==> config.mk <==
export PLATFORM = sky130hd
export DESIGN_NAME = awss_top
export DESIGN_NICKNAME = d
export VERILOG_FILES = /design/src/hw/awss_pkg.sv /design/src/hw/awss_top.sv /design/src/hw/awss_idle_counter.sv
export VERILOG_INCLUDE_DIRS = /design/src /design/src/hw
export SDC_FILE = /design/constraint.sdc
export NUM_CORES = 1
export LEC_CHECK = 0
export ABC_AREA = 1
export BUFFER_PORTS_ARGS = -buffer_cell sky130_fd_sc_hd__buf_2
export CAP_MARGIN = 25
export CORE_MARGIN = 10
export CORE_UTILIZATION = 53
export DETAILED_ROUTE_END_ITERATION = 16
export PLACE_DENSITY = 0.73
export REMOVE_ABC_BUFFERS = 1
export SLEW_MARGIN = 20
export SYNTH_ARGS = -nofsm -noshare
export SYNTH_HDL_FRONTEND = slang
export SYNTH_SLANG_ARGS = --single-unit
==> constraint.sdc <==
create_clock -name clock -period 5.9 [get_ports clock]
set_input_delay 0.295 -clock clock [delete_from_list [all_inputs] [get_ports clock]]
set_output_delay 0.295 -clock clock [all_outputs]
set_load 0.005 [all_outputs]
==> src/hw/awss_params.svh <==
`ifndef AWSS_PARAMS_SVH
`define AWSS_PARAMS_SVH

// register addresses
`define AWSS_ADDR_EVENT_STATUS 8'h00
`define AWSS_ADDR_SYSTEM_STATE 8'h14
`define AWSS_ADDR_IRQ_ENABLE 8'h15
`define AWSS_ADDR_SENSOR_SETUP_B 8'h16
`define AWSS_ADDR_RATE_SELECT 8'h17
`define AWSS_ADDR_FLEX_WAKE 8'h18
`define AWSS_ADDR_FLEX_SLEEP 8'h19
`define AWSS_ADDR_PERF_SELECT 8'h1A
`define AWSS_ADDR_INACT_LOW 8'h1B
`define AWSS_ADDR_INACT_HIGH 8'h1C

// field positions
`define AWSS_BIT_BOOT_DONE 0
`define AWSS_BIT_MODE_CHANGE 1
`define AWSS_BIT_SLEEPING 0
`define AWSS_BIT_MODE_IRQ_EN 1
`define AWSS_BIT_WAKE_POWER 0
`define AWSS_BIT_SLEEP_POWER 1
`define AWSS_BIT_FLEX_SEL 0

// reset values
`define AWSS_RST_BYTE 8'h00
`define AWSS_RST_COUNT 16'h0000
`define AWSS_RST_IRQ_ENABLE 8'h00
`define AWSS_RST_SENSOR_SETUP_B 8'h00
`define AWSS_RST_RATE_SELECT 8'h00
`define AWSS_RST_FLEX 8'h00
`define AWSS_RST_PERF_SELECT 8'h00

`endif

==> src/hw/awss_pkg.sv <==
package awss_pkg;

  // gray along booting -> wake -> sleep
  typedef enum logic [1:0] {
    AWSS_BOOTING = 2'h0,
    AWSS_WAKE = 2'h1,
    AWSS_SLEEP = 2'h3
  } awss_mode_t;

  typedef struct packed {
    logic rd;
    logic wr;
    logic [7:0] addr;
    logic [7:0] wdata;
  } awss_req_t;

  typedef struct packed {
    logic power;
    logic flex;
    logic [3:0] rate;
    logic [3:0] decim;
    logic [3:0] idle;
  } awss_power_t;

  typedef struct packed {
    logic [15:0] count;
    logic expired;
  } awss_cnt_state_t;

  typedef struct packed {
    awss_mode_t mode;
    logic modeChangeFlag;
    logic bootDoneFlag;
    logic [7:0] irqEnable;
    logic [7:0] sensorSetupB;
    logic [7:0] rateSelect;
    logic [7:0] flexWake;
    logic [7:0] flexSleep;
    logic [7:0] perfSelect;
    logic [7:0] inactivityCountLow;
    logic [7:0] inactivityCountHigh;
    logic [7:0] readData;
    logic readValid;
    awss_power_t active;
  } awss_state_t;

endpackage

==> src/hw/awss_top.sv <==
`timescale 1ns/1ps
`include "awss_params.svh"

// Overview of operation
// [RL1] Bit 1 of the event status byte is set on every wake-to-sleep or sleep-to-wake move and stays set until cleared.
// [RL2] Sleep is entered once no configured event has occurred for the programmed inactivity count of ODR periods.
// [RL3] On entering sleep the sleep power setting and sleep rate, or sleep decimation and idle time, are applied.
// [RL4] While asleep the device wakes as soon as any configured event flag becomes active.
// [RL5] On waking the wake power setting and wake rate, or wake decimation and idle time, are applied.
// [RL6] The system state register reports the present state so the host sees the latest transition direction.
// [RL7] Any host read of the system state register clears the mode-change flag.
// [RL8] Auto wake/sleep and its flag work only when the inactivity count is 1 or more; zero disables both.
// [RL9] The mode-change flag operates only while its interrupt enable bit is 1.
// [RL10] The boot-done flag, bit 0 of the event status byte, reads 0 while boot is still running.
// [RL11] The boot-done flag sets when boot finishes and stays set until power-on reset, soft reset or hibernate exit.
// [RL12] The event status byte sits at register address 00h.
// [RL13] While awake any configured event restarts the inactivity count so sleep needs an unbroken idle span.

module awss_top (
  // clock and reset
  input wire logic clock,
  input wire logic rst,
  // host register port
  input wire awss_pkg::awss_req_t regReq,
  output logic [7:0] regReadData,
  output logic regReadValid,
  // sensor side
  input wire logic odrTick,
  input wire logic eventActive,
  input wire logic bootFinished,
  input wire logic softReset,
  input wire logic hibernateExit,
  // applied power state
  output awss_pkg::awss_power_t activePower,
  output logic asleep
);

  awss_pkg::awss_state_t state;
  awss_pkg::awss_state_t next_state;
  logic [15:0] inactivityCount;
  logic autoEnabled;
  logic idleExpired;
  logic counterRestart;
  logic toSleep;
  logic toWake;
  logic transition;
  logic readStateReg;

  function automatic logic hits(input awss_pkg::awss_req_t req, input logic [7:0] addr);
    hits = req.addr == addr;
  endfunction

  function automatic awss_pkg::awss_power_t settingsFor(input logic sleeping, input awss_pkg::awss_state_t s);
    awss_pkg::awss_power_t p;
    p.flex = s.perfSelect[`AWSS_BIT_FLEX_SEL];
    if (sleeping) begin
      p.power = s.sensorSetupB[`AWSS_BIT_SLEEP_POWER];
      p.rate = s.rateSelect[7:4];
      p.decim = s.flexSleep[3:0];
      p.idle = s.flexSleep[7:4];
    end else begin
      p.power = s.sensorSetupB[`AWSS_BIT_WAKE_POWER];
      p.rate = s.rateSelect[3:0];
      p.decim = s.flexWake[3:0];
      p.idle = s.flexWake[7:4];
    end
    // only the pair that flex selects is carried; flex zeroes rate, otherwise decim and idle are zeroed
    if (p.flex) begin
      p.rate = 4'h0;
    end else begin
      p.decim = 4'h0;
      p.idle = 4'h0;
    end
    settingsFor = p;
  endfunction

  assign inactivityCount = {state.inactivityCountHigh, state.inactivityCountLow};
  assign autoEnabled = inactivityCount != `AWSS_RST_COUNT; // [RL8]

  // asleep or booting holds the idle count at zero
  assign counterRestart = eventActive || state.mode != awss_pkg::AWSS_WAKE; // [RL13]

  awss_idle_counter idleCounter (
    .clock(clock),
    .rst(rst),
    .odrTick(odrTick),
    .restart(counterRestart),
    .limit(inactivityCount),
    .expired(idleExpired)
  );

  assign toSleep = state.mode == awss_pkg::AWSS_WAKE && autoEnabled && idleExpired && !eventActive; // [RL2]
  // a zero count while asleep also returns to wake, since the function is off
  assign toWake = state.mode == awss_pkg::AWSS_SLEEP && (eventActive || !autoEnabled); // [RL4] [RL8]
  assign transition = toSleep || toWake;
  assign readStateReg = regReq.rd && state.bootDoneFlag && hits(regReq, `AWSS_ADDR_SYSTEM_STATE);

  always_comb begin
    next_state = state;
    next_state.readValid = 1'b0;

    case (state.mode)
      awss_pkg::AWSS_BOOTING: begin
        if (bootFinished) begin
          next_state.mode = awss_pkg::AWSS_WAKE;
        end
      end
      awss_pkg::AWSS_WAKE: begin
        if (toSleep) begin
          next_state.mode = awss_pkg::AWSS_SLEEP; // [RL2]
        end
      end
      awss_pkg::AWSS_SLEEP: begin
        if (toWake) begin
          next_state.mode = awss_pkg::AWSS_WAKE; // [RL4]
        end
      end
      default: begin
        next_state.mode = awss_pkg::AWSS_BOOTING;
      end
    endcase

    if (bootFinished && state.mode == awss_pkg::AWSS_BOOTING) begin
      next_state.bootDoneFlag = 1'b1; // [RL11]
    end

    // clear on read first so a same-cycle transition still sets the flag
    if (readStateReg) begin
      next_state.modeChangeFlag = 1'b0; // [RL7]
    end
    if (!autoEnabled || !state.irqEnable[`AWSS_BIT_MODE_IRQ_EN]) begin
      next_state.modeChangeFlag = 1'b0; // [RL8] [RL9]
    end else if (transition) begin
      next_state.modeChangeFlag = 1'b1; // [RL1]
    end

    // soft reset or hibernate exit restart boot; register contents stay as written
    // placed last so a same-cycle boot finish cannot leave the boot flag set while booting
    if (softReset || hibernateExit) begin
      next_state.mode = awss_pkg::AWSS_BOOTING;
      next_state.bootDoneFlag = 1'b0; // [RL11]
      next_state.modeChangeFlag = 1'b0;
    end

    next_state.active = settingsFor(next_state.mode == awss_pkg::AWSS_SLEEP, state); // [RL3] [RL5]

    // writes are ignored and reads return zero until boot completes, so the boot flag reads 0 while booting
    if (regReq.wr && state.bootDoneFlag) begin
      case (regReq.addr)
        `AWSS_ADDR_IRQ_ENABLE: next_state.irqEnable = regReq.wdata;
        `AWSS_ADDR_SENSOR_SETUP_B: next_state.sensorSetupB = regReq.wdata;
        `AWSS_ADDR_RATE_SELECT: next_state.rateSelect = regReq.wdata;
        `AWSS_ADDR_FLEX_WAKE: next_state.flexWake = regReq.wdata;
        `AWSS_ADDR_FLEX_SLEEP: next_state.flexSleep = regReq.wdata;
        `AWSS_ADDR_PERF_SELECT: next_state.perfSelect = regReq.wdata;
        `AWSS_ADDR_INACT_LOW: next_state.inactivityCountLow = regReq.wdata;
        `AWSS_ADDR_INACT_HIGH: next_state.inactivityCountHigh = regReq.wdata;
        default: begin
        end
      endcase
    end

    if (regReq.rd) begin
      next_state.readValid = 1'b1;
      next_state.readData = `AWSS_RST_BYTE;
      if (state.bootDoneFlag) begin
        case (regReq.addr)
          `AWSS_ADDR_EVENT_STATUS: begin
            next_state.readData[`AWSS_BIT_MODE_CHANGE] = state.modeChangeFlag; // [RL1] [RL12]
            next_state.readData[`AWSS_BIT_BOOT_DONE] = state.bootDoneFlag; // [RL10]
          end
          `AWSS_ADDR_SYSTEM_STATE: begin
            next_state.readData[`AWSS_BIT_SLEEPING] = state.mode == awss_pkg::AWSS_SLEEP; // [RL6]
          end
          `AWSS_ADDR_IRQ_ENABLE: next_state.readData = state.irqEnable;
          `AWSS_ADDR_SENSOR_SETUP_B: next_state.readData = state.sensorSetupB;
          `AWSS_ADDR_RATE_SELECT: next_state.readData = state.rateSelect;
          `AWSS_ADDR_FLEX_WAKE: next_state.readData = state.flexWake;
          `AWSS_ADDR_FLEX_SLEEP: next_state.readData = state.flexSleep;
          `AWSS_ADDR_PERF_SELECT: next_state.readData = state.perfSelect;
          `AWSS_ADDR_INACT_LOW: next_state.readData = state.inactivityCountLow;
          `AWSS_ADDR_INACT_HIGH: next_state.readData = state.inactivityCountHigh;
          default: next_state.readData = `AWSS_RST_BYTE;
        endcase
      end
    end
  end

  always_ff @(posedge clock or posedge rst) begin
    if (rst) begin
      state.mode <= awss_pkg::AWSS_BOOTING;
      state.modeChangeFlag <= 1'b0;
      state.bootDoneFlag <= 1'b0; // [RL10]
      state.irqEnable <= `AWSS_RST_IRQ_ENABLE;
      state.sensorSetupB <= `AWSS_RST_SENSOR_SETUP_B;
      state.rateSelect <= `AWSS_RST_RATE_SELECT;
      state.flexWake <= `AWSS_RST_FLEX;
      state.flexSleep <= `AWSS_RST_FLEX;
      state.perfSelect <= `AWSS_RST_PERF_SELECT;
      state.inactivityCountLow <= `AWSS_RST_BYTE;
      state.inactivityCountHigh <= `AWSS_RST_BYTE;
      state.readData <= `AWSS_RST_BYTE;
      state.readValid <= 1'b0;
      state.active <= '0;
    end else begin
      state <= next_state;
    end
  end

  assign regReadData = state.readData;
  assign regReadValid = state.readValid;
  assign activePower = state.active;
  assign asleep = state.mode == awss_pkg::AWSS_SLEEP;

endmodule

==> src/hw/awss_idle_counter.sv <==
`timescale 1ns/1ps
`include "awss_params.svh"

module awss_idle_counter (
  // clock and reset
  input wire logic clock,
  input wire logic rst,
  // control
  input wire logic odrTick,
  input wire logic restart,
  input wire logic [15:0] limit,
  // result
  output logic expired
);

  awss_pkg::awss_cnt_state_t state;
  awss_pkg::awss_cnt_state_t next_state;

  always_comb begin
    next_state = state;
    next_state.expired = 1'b0;
    if (restart || limit == `AWSS_RST_COUNT) begin
      next_state.count = `AWSS_RST_COUNT; // [RL13]
    end else if (odrTick) begin
      // compare before incrementing so a full-scale limit cannot wrap
      if (state.count + 16'h0001 >= limit) begin
        next_state.expired = 1'b1; // [RL2]
        next_state.count = `AWSS_RST_COUNT;
      end else begin
        next_state.count = state.count + 16'h0001;
      end
    end
  end

  always_ff @(posedge clock or posedge rst) begin
    if (rst) begin
      state <= '0;
    end else begin
      state <= next_state;
    end
  end

  assign expired = state.expired;

endmodule

# --- Yosys cells after proc, flatten, opt, wreduce, memory -nomap -nowiden ---
# Index checks and enable logic that the tools add are counted.
classes:
  div: 0
  n_addsub: 1
  bitwise_logic: 0
  mul: 0
  eq_ne: 13
  reduce_logical: 32
  n_shift: 0
  n_mux: 23
  order_cmp: 1
ops:
  columns: ["op", "n"]
  rows:
  - ["$eq A8 B5 Y1 const B", 9]
  - ["$pmux W6 S8", 1]
  - ["$mux W16", 2]
  - ["$mux W17", 1]
  - ["$add A16 B1 Y16 const B", 1]
  - ["$ge A16 B16 Y1", 1]
  - ["$logic_not A16 Y1", 1]
  - ["$mux W8", 2]
  - ["$reduce_and A2 Y1", 8]
  - ["$reduce_bool A16 Y1", 1]
  - ["$mux W12", 1]
  - ["$pmux W1 S10", 1]
  - ["$pmux W1 S9", 1]
  - ["$logic_and A1 B1 Y1", 8]
  - ["$logic_not A8 Y1", 1]
  - ["$mux W1", 8]
  - ["$mux W4", 2]
  - ["$logic_or A1 B1 Y1", 6]
  - ["$mux W2", 3]
  - ["$pmux W2 S3", 1]
  - ["$eq A2 B2 Y1 const B", 2]
  - ["$reduce_bool A2 Y1", 2]
  - ["$reduce_bool A4 Y1", 1]
  - ["$logic_not A1 Y1", 3]
  - ["3 further kinds", 3]
totals:
  latch_bits: 0
  n_memories: 0
  rom_bits: 0
  mem_bits_rw: 0
  ff_bits: 108
  in_bits: 25

# --- Logic depth before layout (Yosys ltp) ---
logic_depth:
  ltp_word: 11
  ltp_mapped: 16
  mapped_depth_nobuf: 15

# --- Hierarchy ---
# A second synthesis with hierarchy kept.
hier_totals:
  cells_unflattened: 825
  area_unflattened_um2: 6202.2
by_module_without_submodules:
  columns: ["mod", "cells_per_inst", "area_each_um2", "seq_area_each_um2", "n_inst"]
  rows:
  - ["awss_top", 583, 4593.2, 2277.2, 1]
  - ["awss_idle_counter", 242, 1609.0, 425.4, 1]

# --- Worst setup path after synthesis ---
# OpenSTA, ideal clock, no wires.
synth_path:
  path_type: "register to register"
  start: "register idleCounter.state[1] (netlist bit)"
  end: "register idleCounter.state[1] (netlist bit)"
  t_arrival_ps: 2175
  setup_time_ps: 121
  path_buffers: 1
  path_slack_ps: 3603
  required_time_ps: 5779
  synth_period_minus_slack_ps: 2297
  stages_incl_launch_ff: 14
  cell_sequence: "dfrtp_1 -> ha_1 -> nand3_1 -> inv_1 -> nand2_1 -> xor2_1 -> inv_1 -> ha_1 -> nand4_1 -> nor3_2 -> nand3_1 -> nand3_1 -> clkbuf_2 -> o21ai_1"
synth_via:
  elab_chain_len: 5
synth_rtl:
  columns: ["element", "line", "source"]
  rows:
  - ["from (decl)", "awss_idle_counter.sv:16", "awss_pkg::awss_cnt_state_t state;"]
  - ["from (signal assigned)", "awss_idle_counter.sv:39", "state <= next_state;"]
  - ["$add A16 B1 Y16 *", "awss_idle_counter.sv:26, awss_idle_counter.sv:30", null]
  - ["$ge A16 B16 Y1", "awss_idle_counter.sv:26", "if (state.count + 16'h0001 >= limit) begin"]
  - ["$mux W16 *", "awss_idle_counter.sv:26", null]
  - ["$mux W17 *", "awss_idle_counter.sv:24", "end else if (odrTick) begin"]
  - ["$mux W16 *", "awss_idle_counter.sv:22", "if (restart || limit == `AWSS_RST_COUNT) begin"]
# Mark *: on every way between the ends. The rest lies on a longest branch, timed or not. The select of a mux whose other input is x is not followed.
# A chain may end at the register's enable or synchronous reset.

# --- Worst setup path in the final report ---
layout_path:
  start: "register idleCounter.state[1] (netlist bit)"
  end: "register idleCounter.state[12] (netlist bit)"
# The elaborated chain is that of the path after synthesis.

==> flow_metrics.py <==
metrics = {
    "outcome": {
        "outcome": "finished clean",
    },
    "worst_setup_path": {
        "required_ns": 6.16,
        "rr_endpoint": "idleCounter.state[12]$_DFFE_PP0P_",
        "critPathKind": "reg -> reg",
        "critPathSlowestCell": "nand3_1",
        "endpoint_kind": "flop",
        "critPathMaxStageDelay_ns": 0.49,
        "critPathMaxFanout": 17,
        "cpLargestDelayFamily": "simple AND/OR/NAND/NOR gates",
        "reg2reg_slack_ns": 3.13,
        "crit_chain": "ha_1, nand3_1, inv_1, nand2_1, xor2_1, inv_1, ha_1, a21oi_1, o21ai_0, a21oi_1, nand3_1, o21ai_0",
        "r2r-start": "idleCounter.state[1]$_DFFE_PP0P_",
        "crit_path_start_kind": "flop",
        "reg2reg_depth": 12,
        "worst_ep_arrival_time_ns": 3.03,
        "path_buf_inv": 2,
    },
    "timing": {
        "fmax_mhz": 361,
        "tns_ns": 0,
        "rsz0062_at_grt": "false",
        "worstMarginPinSlew_ns": 0.730,
        "slew_viol_final": 0,
        "finalSetupViolations": 0,
        "final_hold_viol_count": 0,
        "finalCritPeriodShare_pct": 46.9,
        "skew_ns": 0.0103,
        "layout_min_cycle_time_ns": 2.77,
        "slew_headroom_pct": 51.3,
    },
    "power": {
        "seqPwrFrac_pct": 53.3,
        "peakVddDrop_uv": 203,
        "p_switching_w": 0.000340,
        "power.internal_w": 0.00106,
        "sw_frac_of_total_pct": 24.2,
        "comb_power_share_pct": 5.3,
        "leakagePower_nw": 3.36,
        "power_density_nw_per_um2": 217,
        "clkPwrFrac_pct": 41.3,
    },
    "logic_synthesis": {
        "synthTopCellsByCount": "250 x nand2_1, 108 x dfrtp_1, 71 x inv_1",
        "yosysUniqueCellTypes": 35,
        "yosys.area.top_type": "dfrtp_1",
        "synth.area.top_cells": "dfrtp_1 45%, nand2_1 15%, o21ai_0 4.8%",
        "synth_most_common_cell": "nand2_1",
        "async_flop_share_pct": 100,
        "ys_warn_count": 0,
        "yosysSeqAreaShare_pct": 44.6,
        "syn-instance-count": 779,
        "synth.ff_latch_count": 108,
        "synth-edff-count": 0,
        "syn_avg_cell_area_um2": 7.77,
        "synth.cell_area_um2": 6050,
        "synth-main-ff-cell": "dfrtp_1",
        "yosysTopAreaCellShare_pct": 44.6,
    },
    "drt": {
        "ant_nets": 0,
        "num_vias": 5008,
        "firstDrtPassIters": 5,
        "drtIter0Drc": 489,
        "avgRoutedWirePerCell_um": 15.2,
        "finalWirelength_um": 14300,
        "routed_via_density": 5.31,
        "drc": 0,
    },
    "clock_network": {
        "cts_tree": "yes",
        "root_buffer": "clkbuf_16",
        "clkTransAtPathRegs_ns": 0.07,
        "clock_latency_ns": 0.36,
        "h-tree-depth": 3,
        "cts.sinks": 108,
        "clockBufferDepth": 2,
        "cts_buffers": 9,
    },
    "finish": {
        "nFillCells": 1002,
        "area_delta_synth_final_pct": 7.09,
        "nets": 842,
        "drive_gt1_share_pct": 15.0,
        "antennaDiodeCount": 0,
        "fin_area_um2": 6480,
        "postLayoutCoreUtil_pct": 58.8,
    },
    "job": {
        "maxCapViolCount": 0,
    },
    "placed_design": {
        "hpwlAfterDp_um": 10600,
        "port_buffers": 48,
        "placed_area_um2": 6190,
        "place_congestion": 0.890,
    },
    "floorplan": {
        "start_util_pct": 54.9,
        "die_area_um2": 16100,
        "fp.dieH_um": 127,
        "rows": 38,
        "core-area_um2": 11000,
        "die_w_um": 127,
        "pin_count": 49,
    },
    "global_routing": {
        "grt.overflow.total": 0,
        "grt_pass1_wl_um": 24000,
        "grt_pass1_vias": 4795,
        "grt_max_degree": 84,
        "grt_usage_pct": 18.1,
        "antenna_found_initial": 0,
    },
    "min_path": {
        "hp-class": "in -> reg",
        "hold_depth": 1,
        "holdPathEnd": "regReadValid$_DFF_PP0_",
        "hold_start": "regReq[17]",
    },
}
[kinds of logic after synthesis]
group,share of synthesized area [%]
buffers and inverters,9.59
flip-flops,44.6
XOR/XNOR,1.69
AO/OA/AOI/OAI,9.77
adder cells (fa/ha/maj),3.51
AND/OR/NAND/NOR,30.8
[worst register-to-register path, stage by stage (launching register included)]
cell     delay [ns]
dfrtp_1        0.46
ha_1           0.29
nand3_1        0.17
inv_1          0.11
nand2_1        0.06
xor2_1         0.14
inv_1          0.09
ha_1           0.18
a21oi_1        0.12
o21ai_0        0.09
a21oi_1        0.13
nand3_1        0.49
o21ai_0        0.35
[final cells by class]
cell class / instances / area (um2) / area share, %
sequential: 108 / 2700 / 41.7
clock buffer: 10 / 239 / 3.69
clock inverter: 5 / 42.5 / 0.656
inverter: 77 / 292 / 4.50
multi-input combinational: 554 / 2770 / 42.7
timing repair buffer: 50 / 262 / 4.03
tap: 140 / 175 / 2.70
[power by group through the flow]
stage | Combinational (W) | Sequential, W | Clock [W]
floorplan | 0.0000468 | 0.000762 | 0
global placement | 0.0000733 | 0.000763 | 0
detailed placement | 0.0000750 | 0.000763 | 0
CTS | 0.0000758 | 0.000749 | 0.000590
global route | 0.0000851 | 0.000749 | 0.000620
finish | 0.0000751 | 0.000749 | 0.000580
[layer usage]
| layer | share of wire, % | track usage, % |
|---|---|---|
| met1 | 47 | 24.2 |
| met2 | 45 | 28.3 |
| met3 | 6.2 | 4.87 |
| met4 | 1.2 | 5.16 |
| met5 | 0 | 0 |
[placed cells by master (no fill, tap or decap), types with 11 or more instances in the layout]
cell	instances
nor2_1	69
nand2_1	250
ha_1	17
nand3_1	51
inv_1	70
o21ai_0	58
nor2_4	11
o21ai_1	29
buf_2	48
nand2_2	16
dfrtp_1	108
[flip-flops by register name, indices dropped and copies added, names as in the netlist]
signal               flops
next_state               1
activePower             14
inactivityCount         16
regReadValid             1
idleCounter.state       16
idleCounter.expired      1
state                   51
regReadData              8
[worst max-delay path by stage]
| stage | startpoint | endpoint | slack, ns | cells past startpoint |
|---|---|---|---|---|
| after floorplan | rst | activePower[0]$_DFF_PP0_ | 2.76 | 1 |
| after global placement | idleCounter.state[10]$_DFFE_PP0P_ | idleCounter.state[12]$_DFFE_PP0P_ | 3.18 | 11 |
| after detailed placement | idleCounter.state[1]$_DFFE_PP0P_ | idleCounter.state[12]$_DFFE_PP0P_ | 3.14 | 10 |
| after CTS | idleCounter.state[1]$_DFFE_PP0P_ | idleCounter.state[12]$_DFFE_PP0P_ | 3.15 | 10 |
| after global routing | idleCounter.state[6]$_DFFE_PP0P_ | idleCounter.state[10]$_DFFE_PP0P_ | 2.78 | 11 |
| final | idleCounter.state[1]$_DFFE_PP0P_ | idleCounter.state[12]$_DFFE_PP0P_ | 3.13 | 12 |
[repair_timing]
action / 4_1_cts / 5_1_grt
hold endpoints to repair: 25 / 0
setup buffers: 0 / 0
hold buffers: 1 / 0
resized for setup: 0 / 0
[through the flow]
stage / hold slack [ns] / worst slack, ns / power [W] / std cells
final: 0.0653 / 3.13 / 0.00140 / 944
after global routing: 0.0621 / 2.78 / 0.00145 / 944
after CTS: 0.0573 / 3.15 / 0.00141 / 944
after detailed placement: 0.288 / 3.14 / 0.000838 / 928
after global placement: 0.283 / 3.18 / 0.000836 / 928
after floorplan: 0.326 / 2.76 / 0.000809 / 739
No activity file was read; power rests on OpenSTA's default activity.
